## src/inc/fan_consts.svh

```systemverilog
`ifndef FAN_CONSTS_SVH
`define FAN_CONSTS_SVH

// Core clock rate.
`define FAN_CLK_MHZ        10

// Restart cycle times in milliseconds.
`define FAN_TON_MS         560
`define FAN_TOFF_MS        6800
// Lock detection is one and a half on intervals.
`define FAN_TLOCK_NUM      3
`define FAN_TLOCK_DEN      2
`define FAN_TON_CYC        (`FAN_TON_MS * `FAN_CLK_MHZ * 1000)
`define FAN_TOFF_CYC       (`FAN_TOFF_MS * `FAN_CLK_MHZ * 1000)
`define FAN_TLOCK_CYC      (`FAN_TON_CYC * `FAN_TLOCK_NUM / `FAN_TLOCK_DEN)

// Commutation delay in microseconds and cycles.
`define FAN_CDLY_US        100
`define FAN_CDLY_CYC       (`FAN_CDLY_US * `FAN_CLK_MHZ)

// Counter and data widths.
`define FAN_LOCK_W         27
`define FAN_CDLY_W         12
`define FAN_CMD_W          8
`define FAN_DUTY_W         8
`define FAN_PWM_CNT_W      7

// Speed command codes, one LSB is 1/64 V.
`define FAN_CMD_ZERO_DRIVE 8'hc0
`define FAN_CMD_FULL_DRIVE 8'h40
`define FAN_DUTY_FULL      8'h80
`define FAN_CORR_MAX       8'hff

`endif

```

## src/inc/fan_pkg.sv

```systemverilog
`include "fan_consts.svh"

package fan_pkg;

  typedef enum logic [1:0] {
    LOCK_RUN = 2'b00,
    LOCK_OFF = 2'b01,
    LOCK_ON  = 2'b11
  } lock_state_e;

  typedef struct packed {
    logic [`FAN_PWM_CNT_W-1:0] cnt;
    logic                      pwm;
    logic                      tick;
  } pwm_state_s;

  typedef struct packed {
    logic [1:0]              hall_meta;
    logic [1:0]              hall_sync;
    logic [`FAN_CMD_W-1:0]   cmd_meta;
    logic [`FAN_CMD_W-1:0]   cmd_sync;
    logic [`FAN_CMD_W-1:0]   cmd_hold;
    logic [`FAN_CMD_W-1:0]   cmd_q;
    logic [`FAN_CMD_W-1:0]   min_meta;
    logic [`FAN_CMD_W-1:0]   min_sync;
    logic [`FAN_CMD_W-1:0]   min_hold;
    logic [`FAN_CMD_W-1:0]   min_q;
    logic [`FAN_CMD_W-1:0]   thr_meta;
    logic [`FAN_CMD_W-1:0]   thr_sync;
    logic [`FAN_CMD_W-1:0]   thr_hold;
    logic [`FAN_CMD_W-1:0]   thr_q;
    logic [`FAN_CMD_W-1:0]   sense_meta;
    logic [`FAN_CMD_W-1:0]   sense_sync;
    logic [`FAN_CMD_W-1:0]   sense_hold;
    logic [`FAN_CMD_W-1:0]   sense_q;
    logic                    hall_prev;
    logic                    phase_b;
    logic                    cdly_busy;
    logic [`FAN_CDLY_W-1:0]  cdly_cnt;
    lock_state_e             lock_st;
    logic [`FAN_LOCK_W-1:0]  lock_cnt;
    logic [`FAN_CMD_W-1:0]   corr;
    logic [`FAN_DUTY_W-1:0]  duty;
    logic                    hs_a;
    logic                    hs_b;
    logic                    ls_a;
    logic                    ls_b;
    logic                    stall;
    logic                    speed;
  } fan_state_s;

endpackage

```

## src/design/fan_pwm_gen.sv

```systemverilog
`include "fan_consts.svh"

module fan_pwm_gen
  import fan_pkg::*;
(
  // Clock and reset.
  input  wire logic                   i_core_clk,
  input  wire logic                   i_rst_n,
  // Duty request, 0 to full scale.
  input  wire logic [`FAN_DUTY_W-1:0] i_duty,
  // Chopping waveform and period start.
  output logic                        o_pwm,
  output logic                        o_period_tick
);

  pwm_state_s s_r;
  pwm_state_s s_nxt;

  always_comb begin
    s_nxt      = s_r;
    s_nxt.cnt  = s_r.cnt + `FAN_PWM_CNT_W'(1);
    s_nxt.tick = (s_r.cnt == '1);
    // Duty is one bit wider than the counter so that full scale means always on.
    s_nxt.pwm  = ({1'b0, s_r.cnt} < i_duty);
  end

  always_ff @(posedge i_core_clk or negedge i_rst_n) begin
    if (!i_rst_n) begin
      s_r <= '0;
    end else begin
      s_r <= s_nxt;
    end
  end

  assign o_pwm         = s_r.pwm;
  assign o_period_tick = s_r.tick;

endmodule

```

## src/design/fan_lock_restart_drive.sv

```systemverilog
// Overview of operation
// - Stopped rotor: after lock time, flag, drive off.
// - Locked: off wait, on attempt, repeat forever.
// - On to off ratio 1:12, 0.56s/6.8s.
// - Lock detection lasts 1.5 on intervals.
// - Stall flag high stopped, low running.
// - Speed pulse copies the Hall level.
// - Low side carries commutation and PWM.
// - High side follows commutation, never PWM.
// - Inactive phase low side held low.
// - Over-current adds correction to speed command.
// - Below threshold, speed command left unchanged.
// - Minimum speed overrides the current limiter.
// - Command 3V is 0%, 1V is 100%.
// - Command clamped to the minimum speed setting.
// - Phase b active while Hall positive above negative.
// - Commutation waits 100us after each Hall edge.
`include "fan_consts.svh"

module fan_lock_restart_drive
  import fan_pkg::*;
#(
  parameter int unsigned TON_CYC   = `FAN_TON_CYC,
  parameter int unsigned TOFF_CYC  = `FAN_TOFF_CYC,
  parameter int unsigned TLOCK_CYC = `FAN_TLOCK_CYC,
  parameter int unsigned CDLY_CYC  = `FAN_CDLY_CYC
) (
  // Clock and reset.
  input  wire logic                  i_core_clk,
  input  wire logic                  i_resetn,
  // Hall comparator levels.
  input  wire logic                  i_hall_pos,
  input  wire logic                  i_hall_neg,
  // Speed, minimum speed and current limit codes.
  input  wire logic [`FAN_CMD_W-1:0] i_speed_command,
  input  wire logic [`FAN_CMD_W-1:0] i_minimum_speed_limit,
  input  wire logic [`FAN_CMD_W-1:0] i_current_threshold,
  input  wire logic [`FAN_CMD_W-1:0] i_current_sense,
  // Bridge drive.
  output logic                       o_high_side_drive_a,
  output logic                       o_high_side_drive_b,
  output logic                       o_low_side_drive_a,
  output logic                       o_low_side_drive_b,
  // Status flags.
  output logic                       o_stall_flag,
  output logic                       o_speed_pulse
);

  logic [1:0]             rst_sync_r;
  logic                   rst_n;
  fan_state_s             s_r;
  fan_state_s             s_nxt;
  logic                   pwm;
  logic                   period_tick;
  logic                   hall_lvl;
  logic                   hall_edge;
  logic                   drive_en;
  logic [`FAN_CMD_W-1:0]  base_cmd;
  logic [`FAN_CMD_W:0]    sum_cmd;
  logic [`FAN_CMD_W-1:0]  eff_cmd;
  logic [`FAN_DUTY_W-1:0] duty_calc;

  always_ff @(posedge i_core_clk or negedge i_resetn) begin
    if (!i_resetn) begin
      rst_sync_r <= 2'h0;
    end else begin
      rst_sync_r <= {rst_sync_r[0], 1'b1};
    end
  end

  assign rst_n = rst_sync_r[1];

  fan_pwm_gen u_pwm (
    .i_core_clk    (i_core_clk),
    .i_rst_n       (rst_n),
    .i_duty        (s_r.duty),
    .o_pwm         (pwm),
    .o_period_tick (period_tick)
  );

  always_comb begin
    s_nxt = s_r;

    // Every pin input passes two flip-flops before use.
    s_nxt.hall_meta  = {i_hall_pos, i_hall_neg};
    s_nxt.hall_sync  = s_r.hall_meta;
    s_nxt.cmd_meta   = i_speed_command;
    s_nxt.cmd_sync   = s_r.cmd_meta;
    s_nxt.min_meta   = i_minimum_speed_limit;
    s_nxt.min_sync   = s_r.min_meta;
    s_nxt.thr_meta   = i_current_threshold;
    s_nxt.thr_sync   = s_r.thr_meta;
    s_nxt.sense_meta = i_current_sense;
    s_nxt.sense_sync = s_r.sense_meta;

    // Bits of a code may settle a cycle apart, so a code is taken only when
    // two synchronised samples agree. A code that never rests is never taken.
    s_nxt.cmd_hold   = s_r.cmd_sync;
    s_nxt.min_hold   = s_r.min_sync;
    s_nxt.thr_hold   = s_r.thr_sync;
    s_nxt.sense_hold = s_r.sense_sync;
    if (s_r.cmd_sync == s_r.cmd_hold) begin
      s_nxt.cmd_q = s_r.cmd_sync;
    end
    if (s_r.min_sync == s_r.min_hold) begin
      s_nxt.min_q = s_r.min_sync;
    end
    if (s_r.thr_sync == s_r.thr_hold) begin
      s_nxt.thr_q = s_r.thr_sync;
    end
    if (s_r.sense_sync == s_r.sense_hold) begin
      s_nxt.sense_q = s_r.sense_sync;
    end

    hall_lvl  = s_r.hall_sync[1] & ~s_r.hall_sync[0];
    hall_edge = (hall_lvl != s_r.hall_prev);
    s_nxt.hall_prev = hall_lvl;

    // A new edge restarts the delay, so Hall bounce never commutes early.
    if (hall_edge) begin
      s_nxt.cdly_busy = 1'b1;
      s_nxt.cdly_cnt  = '0;
    end else if (s_r.cdly_busy) begin
      if (s_r.cdly_cnt >= `FAN_CDLY_W'(CDLY_CYC - 1)) begin
        s_nxt.phase_b   = hall_lvl;
        s_nxt.cdly_busy = 1'b0;
      end else begin
        s_nxt.cdly_cnt = s_r.cdly_cnt + `FAN_CDLY_W'(1);
      end
    end

    // Lock supervisor.
    case (s_r.lock_st)
      LOCK_RUN: begin
        if (hall_edge) begin
          s_nxt.lock_cnt = '0;
        end else if (s_r.lock_cnt >= `FAN_LOCK_W'(TLOCK_CYC - 1)) begin
          s_nxt.lock_st  = LOCK_OFF;
          s_nxt.lock_cnt = '0;
        end else begin
          s_nxt.lock_cnt = s_r.lock_cnt + `FAN_LOCK_W'(1);
        end
      end
      LOCK_OFF: begin
        if (s_r.lock_cnt >= `FAN_LOCK_W'(TOFF_CYC - 1)) begin
          s_nxt.lock_st  = LOCK_ON;
          s_nxt.lock_cnt = '0;
        end else begin
          s_nxt.lock_cnt = s_r.lock_cnt + `FAN_LOCK_W'(1);
        end
      end
      LOCK_ON: begin
        if (hall_edge) begin
          s_nxt.lock_st  = LOCK_RUN;
          s_nxt.lock_cnt = '0;
        end else if (s_r.lock_cnt >= `FAN_LOCK_W'(TON_CYC - 1)) begin
          s_nxt.lock_st  = LOCK_OFF;
          s_nxt.lock_cnt = '0;
        end else begin
          s_nxt.lock_cnt = s_r.lock_cnt + `FAN_LOCK_W'(1);
        end
      end
      default: begin
        s_nxt.lock_st  = LOCK_RUN;
        s_nxt.lock_cnt = '0;
      end
    endcase

    // Current limiter, stepped once per PWM period to keep the loop slow.
    // Dropping the correction at once when below threshold may cause
    // ripple around the limit; that was traded for an unchanged command.
    if (period_tick) begin
      if (s_r.sense_q > s_r.thr_q) begin
        if (s_r.corr != `FAN_CORR_MAX) begin
          s_nxt.corr = s_r.corr + `FAN_CMD_W'(1);
        end
      end else begin
        s_nxt.corr = '0;
      end
    end

    if (s_r.cmd_q > s_r.min_q) begin
      base_cmd = s_r.min_q;
    end else begin
      base_cmd = s_r.cmd_q;
    end
    sum_cmd = {1'b0, base_cmd} + {1'b0, s_r.corr};
    if (sum_cmd > {1'b0, s_r.min_q}) begin
      eff_cmd = s_r.min_q;
    end else begin
      eff_cmd = sum_cmd[`FAN_CMD_W-1:0];
    end

    if (eff_cmd >= `FAN_CMD_ZERO_DRIVE) begin
      duty_calc = '0;
    end else if (eff_cmd <= `FAN_CMD_FULL_DRIVE) begin
      duty_calc = `FAN_DUTY_FULL;
    end else begin
      duty_calc = `FAN_CMD_ZERO_DRIVE - eff_cmd;
    end
    s_nxt.duty = duty_calc;

    // Registered outputs.
    // Drive follows the next lock state so it drops in the cycle the flag rises.
    drive_en    = (s_nxt.lock_st != LOCK_OFF);
    s_nxt.hs_a  = drive_en & ~s_r.phase_b;
    s_nxt.hs_b  = drive_en & s_r.phase_b;
    s_nxt.ls_a  = drive_en & ~s_r.phase_b & pwm;
    s_nxt.ls_b  = drive_en & s_r.phase_b & pwm;
    s_nxt.stall = (s_nxt.lock_st != LOCK_RUN);
    s_nxt.speed = hall_lvl;
  end

  always_ff @(posedge i_core_clk or negedge rst_n) begin
    if (!rst_n) begin
      s_r <= '0;
    end else begin
      s_r <= s_nxt;
    end
  end

  assign o_high_side_drive_a = s_r.hs_a;
  assign o_high_side_drive_b = s_r.hs_b;
  assign o_low_side_drive_a  = s_r.ls_a;
  assign o_low_side_drive_b  = s_r.ls_b;
  assign o_stall_flag        = s_r.stall;
  assign o_speed_pulse       = s_r.speed;

endmodule

```

## config.mk

```make
export PLATFORM = sky130hd
export DESIGN_NAME = fan_lock_restart_drive
export DESIGN_NICKNAME = d
export VERILOG_FILES = /design/src/inc/fan_pkg.sv /design/src/design/fan_pwm_gen.sv /design/src/design/fan_lock_restart_drive.sv
export VERILOG_INCLUDE_DIRS = /design/src /design/src/inc
export SDC_FILE = /design/constraint.sdc
export NUM_CORES = 1
export LEC_CHECK = 0
export ABC_AREA = 1
export BUFFER_PORTS_ARGS = -buffer_cell sky130_fd_sc_hd__buf_4
export CORE_UTILIZATION = 50
export CTS_CLUSTER_DIAMETER = 200
export DETAILED_ROUTE_END_ITERATION = 8
export PLACE_DENSITY = 0.74
export SLEW_MARGIN = 20
export SYNTH_ARGS = -nofsm -noshare
export SYNTH_HDL_FRONTEND = slang
export SYNTH_HIERARCHICAL = 1
export SYNTH_SLANG_ARGS = --single-unit
```

## constraint.sdc

```tcl
create_clock -name i_core_clk -period 18.37 [get_ports i_core_clk]
set_input_delay 1.837 -clock i_core_clk [delete_from_list [all_inputs] [get_ports i_core_clk]]
set_output_delay 1.837 -clock i_core_clk [all_outputs]
set_load 0.05 [all_outputs]
```

* After elaboration in Yosys (flattened, before gate mapping) *
Cells that the tools add are included.

cells by class
  add/subtract/negate cells = 6
  $lt $le $gt $ge = 10
  equality and inequality tests = 12
  multiplexer cells = 20
  bitwise gates (word level) = 8
  reductions and logical operators = 6

operators by type and width
  operator                                                                           number
  27-bit two-way mux                                                                 4
  29-bit one-hot mux with 3 select lines                                             1
  8-bit two-way mux                                                                  6
  8-bit == test                                                                      4
  29-bit two-way mux                                                                 1
  27-bit by 1-bit adder with 27-bit output (second input constant)                   1
  27-bit by 23-bit >= comparator with 1-bit output (second input constant)           1
  27-bit by 24-bit >= comparator with 1-bit output (second input constant)           1
  27-bit >= comparator (second input constant)                                       1
  13-bit two-way mux                                                                 2
  8-bit > comparator                                                                 2
  12-bit by 1-bit adder with 12-bit output (second input constant)                   1
  12-bit by 10-bit >= comparator with 1-bit output (second input constant)           1
  12-bit two-way mux                                                                 1
  8-bit by 8-bit adder with 9-bit output                                             1
  9-bit by 8-bit > comparator with 1-bit output                                      1
  8-bit by 1-bit adder with 8-bit output (second input constant)                     1
  8-bit >= comparator (second input constant)                                        1
  8-bit by 7-bit less-or-equal comparator with 1-bit output (second input constant)  1
  7-bit by 8-bit less-than comparator with 1-bit output                              1
  2-bit two-way mux                                                                  4
  8-bit != test (second input constant)                                              1
  8-bit subtractor (first input constant)                                            1
  7-bit by 1-bit adder with 7-bit output (second input constant)                     1
  other kinds (13)                                                                   22

word-level totals
  bits in registers = 208
  input port bits = 36

* Depth between registers and ports, before layout *
  depth after elaboration = 8
  gate-level depth with buffers = 38
  mapped depth without buffers = 37

* Modules after synthesis *
Netlist, hierarchy kept.

by module, submodules not included
  module                  times used  cells an instance  area each (um2)  sequential area each (um2)
  fan_lock_restart_drive  1           924                9014.9           4979.8
  fan_pwm_gen             1           52                 504.2            225.2

* Worst setup path before layout *
No wires, ideal clock.

  kind = flip-flop to flip-flop
  from = reg s_r[133] (netlist bit)
  to = reg s_r[10] (netlist bit)
  library setup time = 72 ps
  arrival time = 4546 ps
  required time = 18298 ps
  path slack = 13752 ps
  cell stages (with the launch flop) = 33
  buffers on the path = 1
  period minus slack after synthesis = 4618 ps
  cells stage by stage = dfrtp_1 > inv_1 > ha_1 > nand2_1 > o21ai_0 > nand2_1 > o211ai_1 > o21ai_1 > clkbuf_1 > o21ai_0 > ha_1 > inv_1 > fa_1 > o21ai_2 > nand2_1 > nand2_1 > xor2_1 > ha_1 > a21o_1 > a21oi_1 > nand2_1 > nand2_1 > nand2_1 > nand2_1 > nand2_4 > o21ai_1 > inv_1 > ha_1 > nand2_1 > nor2_2 > nand2_1 > nand3_2 > nor2_1

on the way
  longest elaborated chain between the ends = 8
  elaborated cells on any way between the ends = 10
  those cells by class = add/sub (2); order compare (4); mux (4)

RTL lines
  element                                                                                                         line                           text
  start, declared                                                                                                 fan_lock_restart_drive.sv:51   fan_state_s s_r;
  start signal, assigned                                                                                          fan_lock_restart_drive.sv:218  s_r <= s_nxt;
  8-bit > comparator                                                                                              fan_lock_restart_drive.sv:182  if (s_r.cmd_q > s_r.min_q) begin
  8-bit two-way mux                                                                                               fan_lock_restart_drive.sv:182
  8-bit by 8-bit adder with 9-bit output                                                                          fan_lock_restart_drive.sv:187  sum_cmd = {1'b0, base_cmd} + {1'b0, s_r.corr};
  9-bit by 8-bit > comparator with 1-bit output                                                                   fan_lock_restart_drive.sv:188  if (sum_cmd > {1'b0, s_r.min_q}) begin
  8-bit two-way mux *                                                                                             fan_lock_restart_drive.sv:188
  8-bit subtractor (no source line) or 8-bit by 7-bit less-or-equal comparator with 1-bit output (tied branches)  n/a
  8-bit two-way mux                                                                                               fan_lock_restart_drive.sv:196  end else if (eff_cmd <= `FAN_CMD_FULL_DRIVE) begin
  8-bit two-way mux *                                                                                             fan_lock_restart_drive.sv:194  if (eff_cmd >= `FAN_CMD_ZERO_DRIVE) begin
  named net duty_calc[4]                                                                                          fan_lock_restart_drive.sv:61   logic [`FAN_DUTY_W-1:0] duty_calc;

The timed path passes the listed nets; every way through them passes the cells marked *.
A chain may end at the register's enable or synchronous reset.

* Final worst setup path *
  from = reg s_r[137] (netlist bit)
  to = reg s_r[9] (netlist bit)

The elaborated chain is that of the path after synthesis.

==> reports/results.ini <==
[sta]
clock_skew_ns = 0.009888
max_freq_ghz = 0.1856
slew_violations = 0
fin_setup_tns_ns = 0
fin_ws_ns = 12.98
max_slew.worst_pin.slew_ns = 0.8967
fin_crit_ns = 5.389
min_period_over_period = 0.2934
hold_viol = 0
setup_viol = 0
rsz0062_at_grt = no
slew-limit-headroom = 0.4022

[pwr]
p_leak_uw = 0.005627
p_per_area_nw_per_um2 = 128.6
irDropWorstVdd_mv = 0.1069

[yosys]
synthArstFlopShare = 1.000
ys_warn_count = 6
synth_cell_types = 50
synth_nets = 1057
synth_seq_cells = 208
ys_top_cells_by_area = dfrtp_1 55%, nand2_1 6.5%, inv_1 6.2%
synth_top_area_frac = 0.5468
ys_seq_area_frac = 0.5468
synth_edf_count = 0
syn_area_per_cell_um2 = 9.753
yosysTopAreaCell = dfrtp_1
synth-main-ff-cell = dfrtp_1
syn_inst = 976
synth_area_um2 = 9519

[detailed_routing]
drt_iter0_markers = 296
ant_nets = 0
drc_errors = 0
finalWirelength_um = 16860
vias = 6532
wl_per_cell_um = 13.11
drtPass1Iterations = 5
detail_route.vias_per_cell = 5.079

[worst_setup_path]
cp-start-kind = register
cpPeakStageDelay_ns = 0.63
crit_type = register to register
required_ns = 18.81
slowest_stage = o21ai_1
end_kind = register
reg2reg_depth = 31
arrival_ns = 5.83
cpMostUsedCell = nand2_1
crit_path_max_fanout = 16

[final_layout]
final_nets = 1117
stdcell_count = 1286
fill_cells = 1595
area_growth_pct = 14.43
diodes = 0
layout_commonest_cell = dfrtp_1
layout_common_cells = 207 x dfrtp_1, 164 x nand2_1, 157 x inv_1
drive_above_1_share = 0.1255

[floorplanning]
pin_count = 42
rows = 50
die_w_um = 140.0
die_h_um = 140.0
die_area_um2 = 19590
start_util = 0.5089
coreArea_um2 = 18710

[placed_design]
hpwl_um = 12020
dp.cells = 1245
place_ws_ns = 13.01
gp_congestion = 0.8982
portBuffers = 41

[global_routing]
grt_pass1_wl_um = 29390
antenna_found_initial = 0
grtUsageTotal = 0.1823
grt_max_degree = 85
grt_pass1_vias = 6397
grt-ovfl-total = 0

[clock_tree]
numCtsBuffers = 23
cts_root_buf = clkbuf_16
clock_latency_ns = 0.51
clk_pin_slew_ns = 0.06
post-cts-setup-buffers = 0
clockBufferDepth = 3
cts.sinks = 208
htree_levels = 1
cts_tree = done
cts_resized = 0
cts_hold_buf = 0

[job]
cap_violations = 0

[run_status]
status = finished clean

[min_path]
hold_path.class = register to register
min_path_cells = 0

path summary, 6_finish.rpt:
kind / startpoint / to / slack, ns
setup / recovery: s_r[137]$_DFFE_PN0N_ / s_r[9]$_DFF_PN0_ / 12.98
hold / removal: s_nxt[87]$_DFF_PN0_ / s_nxt[79]$_DFF_PN0_ / 0.34
setup reg to reg: s_r[137]$_DFFE_PN0N_ / s_r[9]$_DFF_PN0_ / 12.98
hold reg to reg: s_nxt[87]$_DFF_PN0_ / s_nxt[79]$_DFF_PN0_ / 0.34
max in group asynchronous: rst_sync_r[1]$_DFF_PN0_ / s_nxt[112]$_DFF_PN0_ / 16.70
min in group asynchronous: rst_sync_r[1]$_DFF_PN0_ / s_r[22]$_DFF_PN0_ / 0.46
routing by layer:
metal,vias to the layer above,global-route usage,part of all wire
met5,-,0,0
met4,0,0.05495,0.021
met3,32,0.03043,0.044
met2,148,0.3076,0.48
met1,3088,0.2421,0.46
li1,3264,-,-
area by class of cell:
cell class              instances  area (µm²)  area share
repair buffers                 43       326.6     0.02998
clock buffers                  30       641.9     0.05893
well taps                     234       292.8     0.02688
clock inverters                11       155.1     0.01424
inverters                     157       589.3     0.05410
multi-input cells             603        3679      0.3377
flip-flops and latches        208        5209      0.4782
cell usage after synthesis, types with 3 or more instances:
cell type  count
nor3_1        14
nor3_2         3
nand2_1      164
nor2_1        81
nand3_1       39
clkbuf_1       5
nand4_1       24
o21ai_1        3
o211ai_1       3
nor4_1        16
nand2_2        5
mux2_2        15
a21oi_1       48
o21ai_0       28
dfrtp_1      208
nor2_4         3
inv_1        157
o31ai_1        5
nand3_2        5
ha_1          44
nor2_2         6
xor2_1        59
xnor2_1        5
o21a_1         3
power by group:
group	switching [µW]	internal, µW	leakage (µW)
registers	25.3	500	0.00261
clock network	180	291	0.000392
logic	256	148	0.00263
state kept, by name, indices dropped and copies added (netlist names):
name and flops:
o_stall_flag 1, u_pwm/o_period_tick 1, s_nxt 66, o_low_side_drive_a 1
o_high_side_drive_a 1, o_low_side_drive_b 1, s_r 125, o_high_side_drive_b 1
rst_sync_r 2, u_pwm/s_r 7, u_pwm/o_pwm 1, o_speed_pulse 1
worst max-delay path: cells and delay by family (launching register included):
kind            cells  cell delay [ns]
compound gates      6             1.48
xor+xnor            1             0.22
flops               1             0.32
fa+ha+maj           5             1.45
buf+inv             3             0.25
simple gates       16             1.59
logic make-up (layout without fill, tap and decap cells):
family,after synthesis,count (layout),synth area share
simple gates,371,371,0.1815
flops,208,208,0.5468
buf+inv,165,241,0.06677
compound gates,106,106,0.06625
xor+xnor,65,65,0.06059
fa+ha+maj,45,45,0.05994
mux,15,15,0.01774
other cells,1,1,0.0003939
through the flow:
step / utilization / hold slack (ns) / total power [µW] / area [µm²]
2_1_floorplan: - / 0.3312 / 852.9 / 9519
3_3_place_gp: 0.5395 / 0.3314 / 924.6 / 10090
3_5_place_dp: 0.5395 / 0.3347 / 938.3 / 10090
4_1_cts: 0.5821 / 0.3473 / 1419 / 10890
5_1_grt: 0.5823 / 0.3445 / 1500 / 10890
6_report: 0.5823 / 0.3441 / 1401 / 10890
Note: power is estimated with default switching activity, not from simulation.
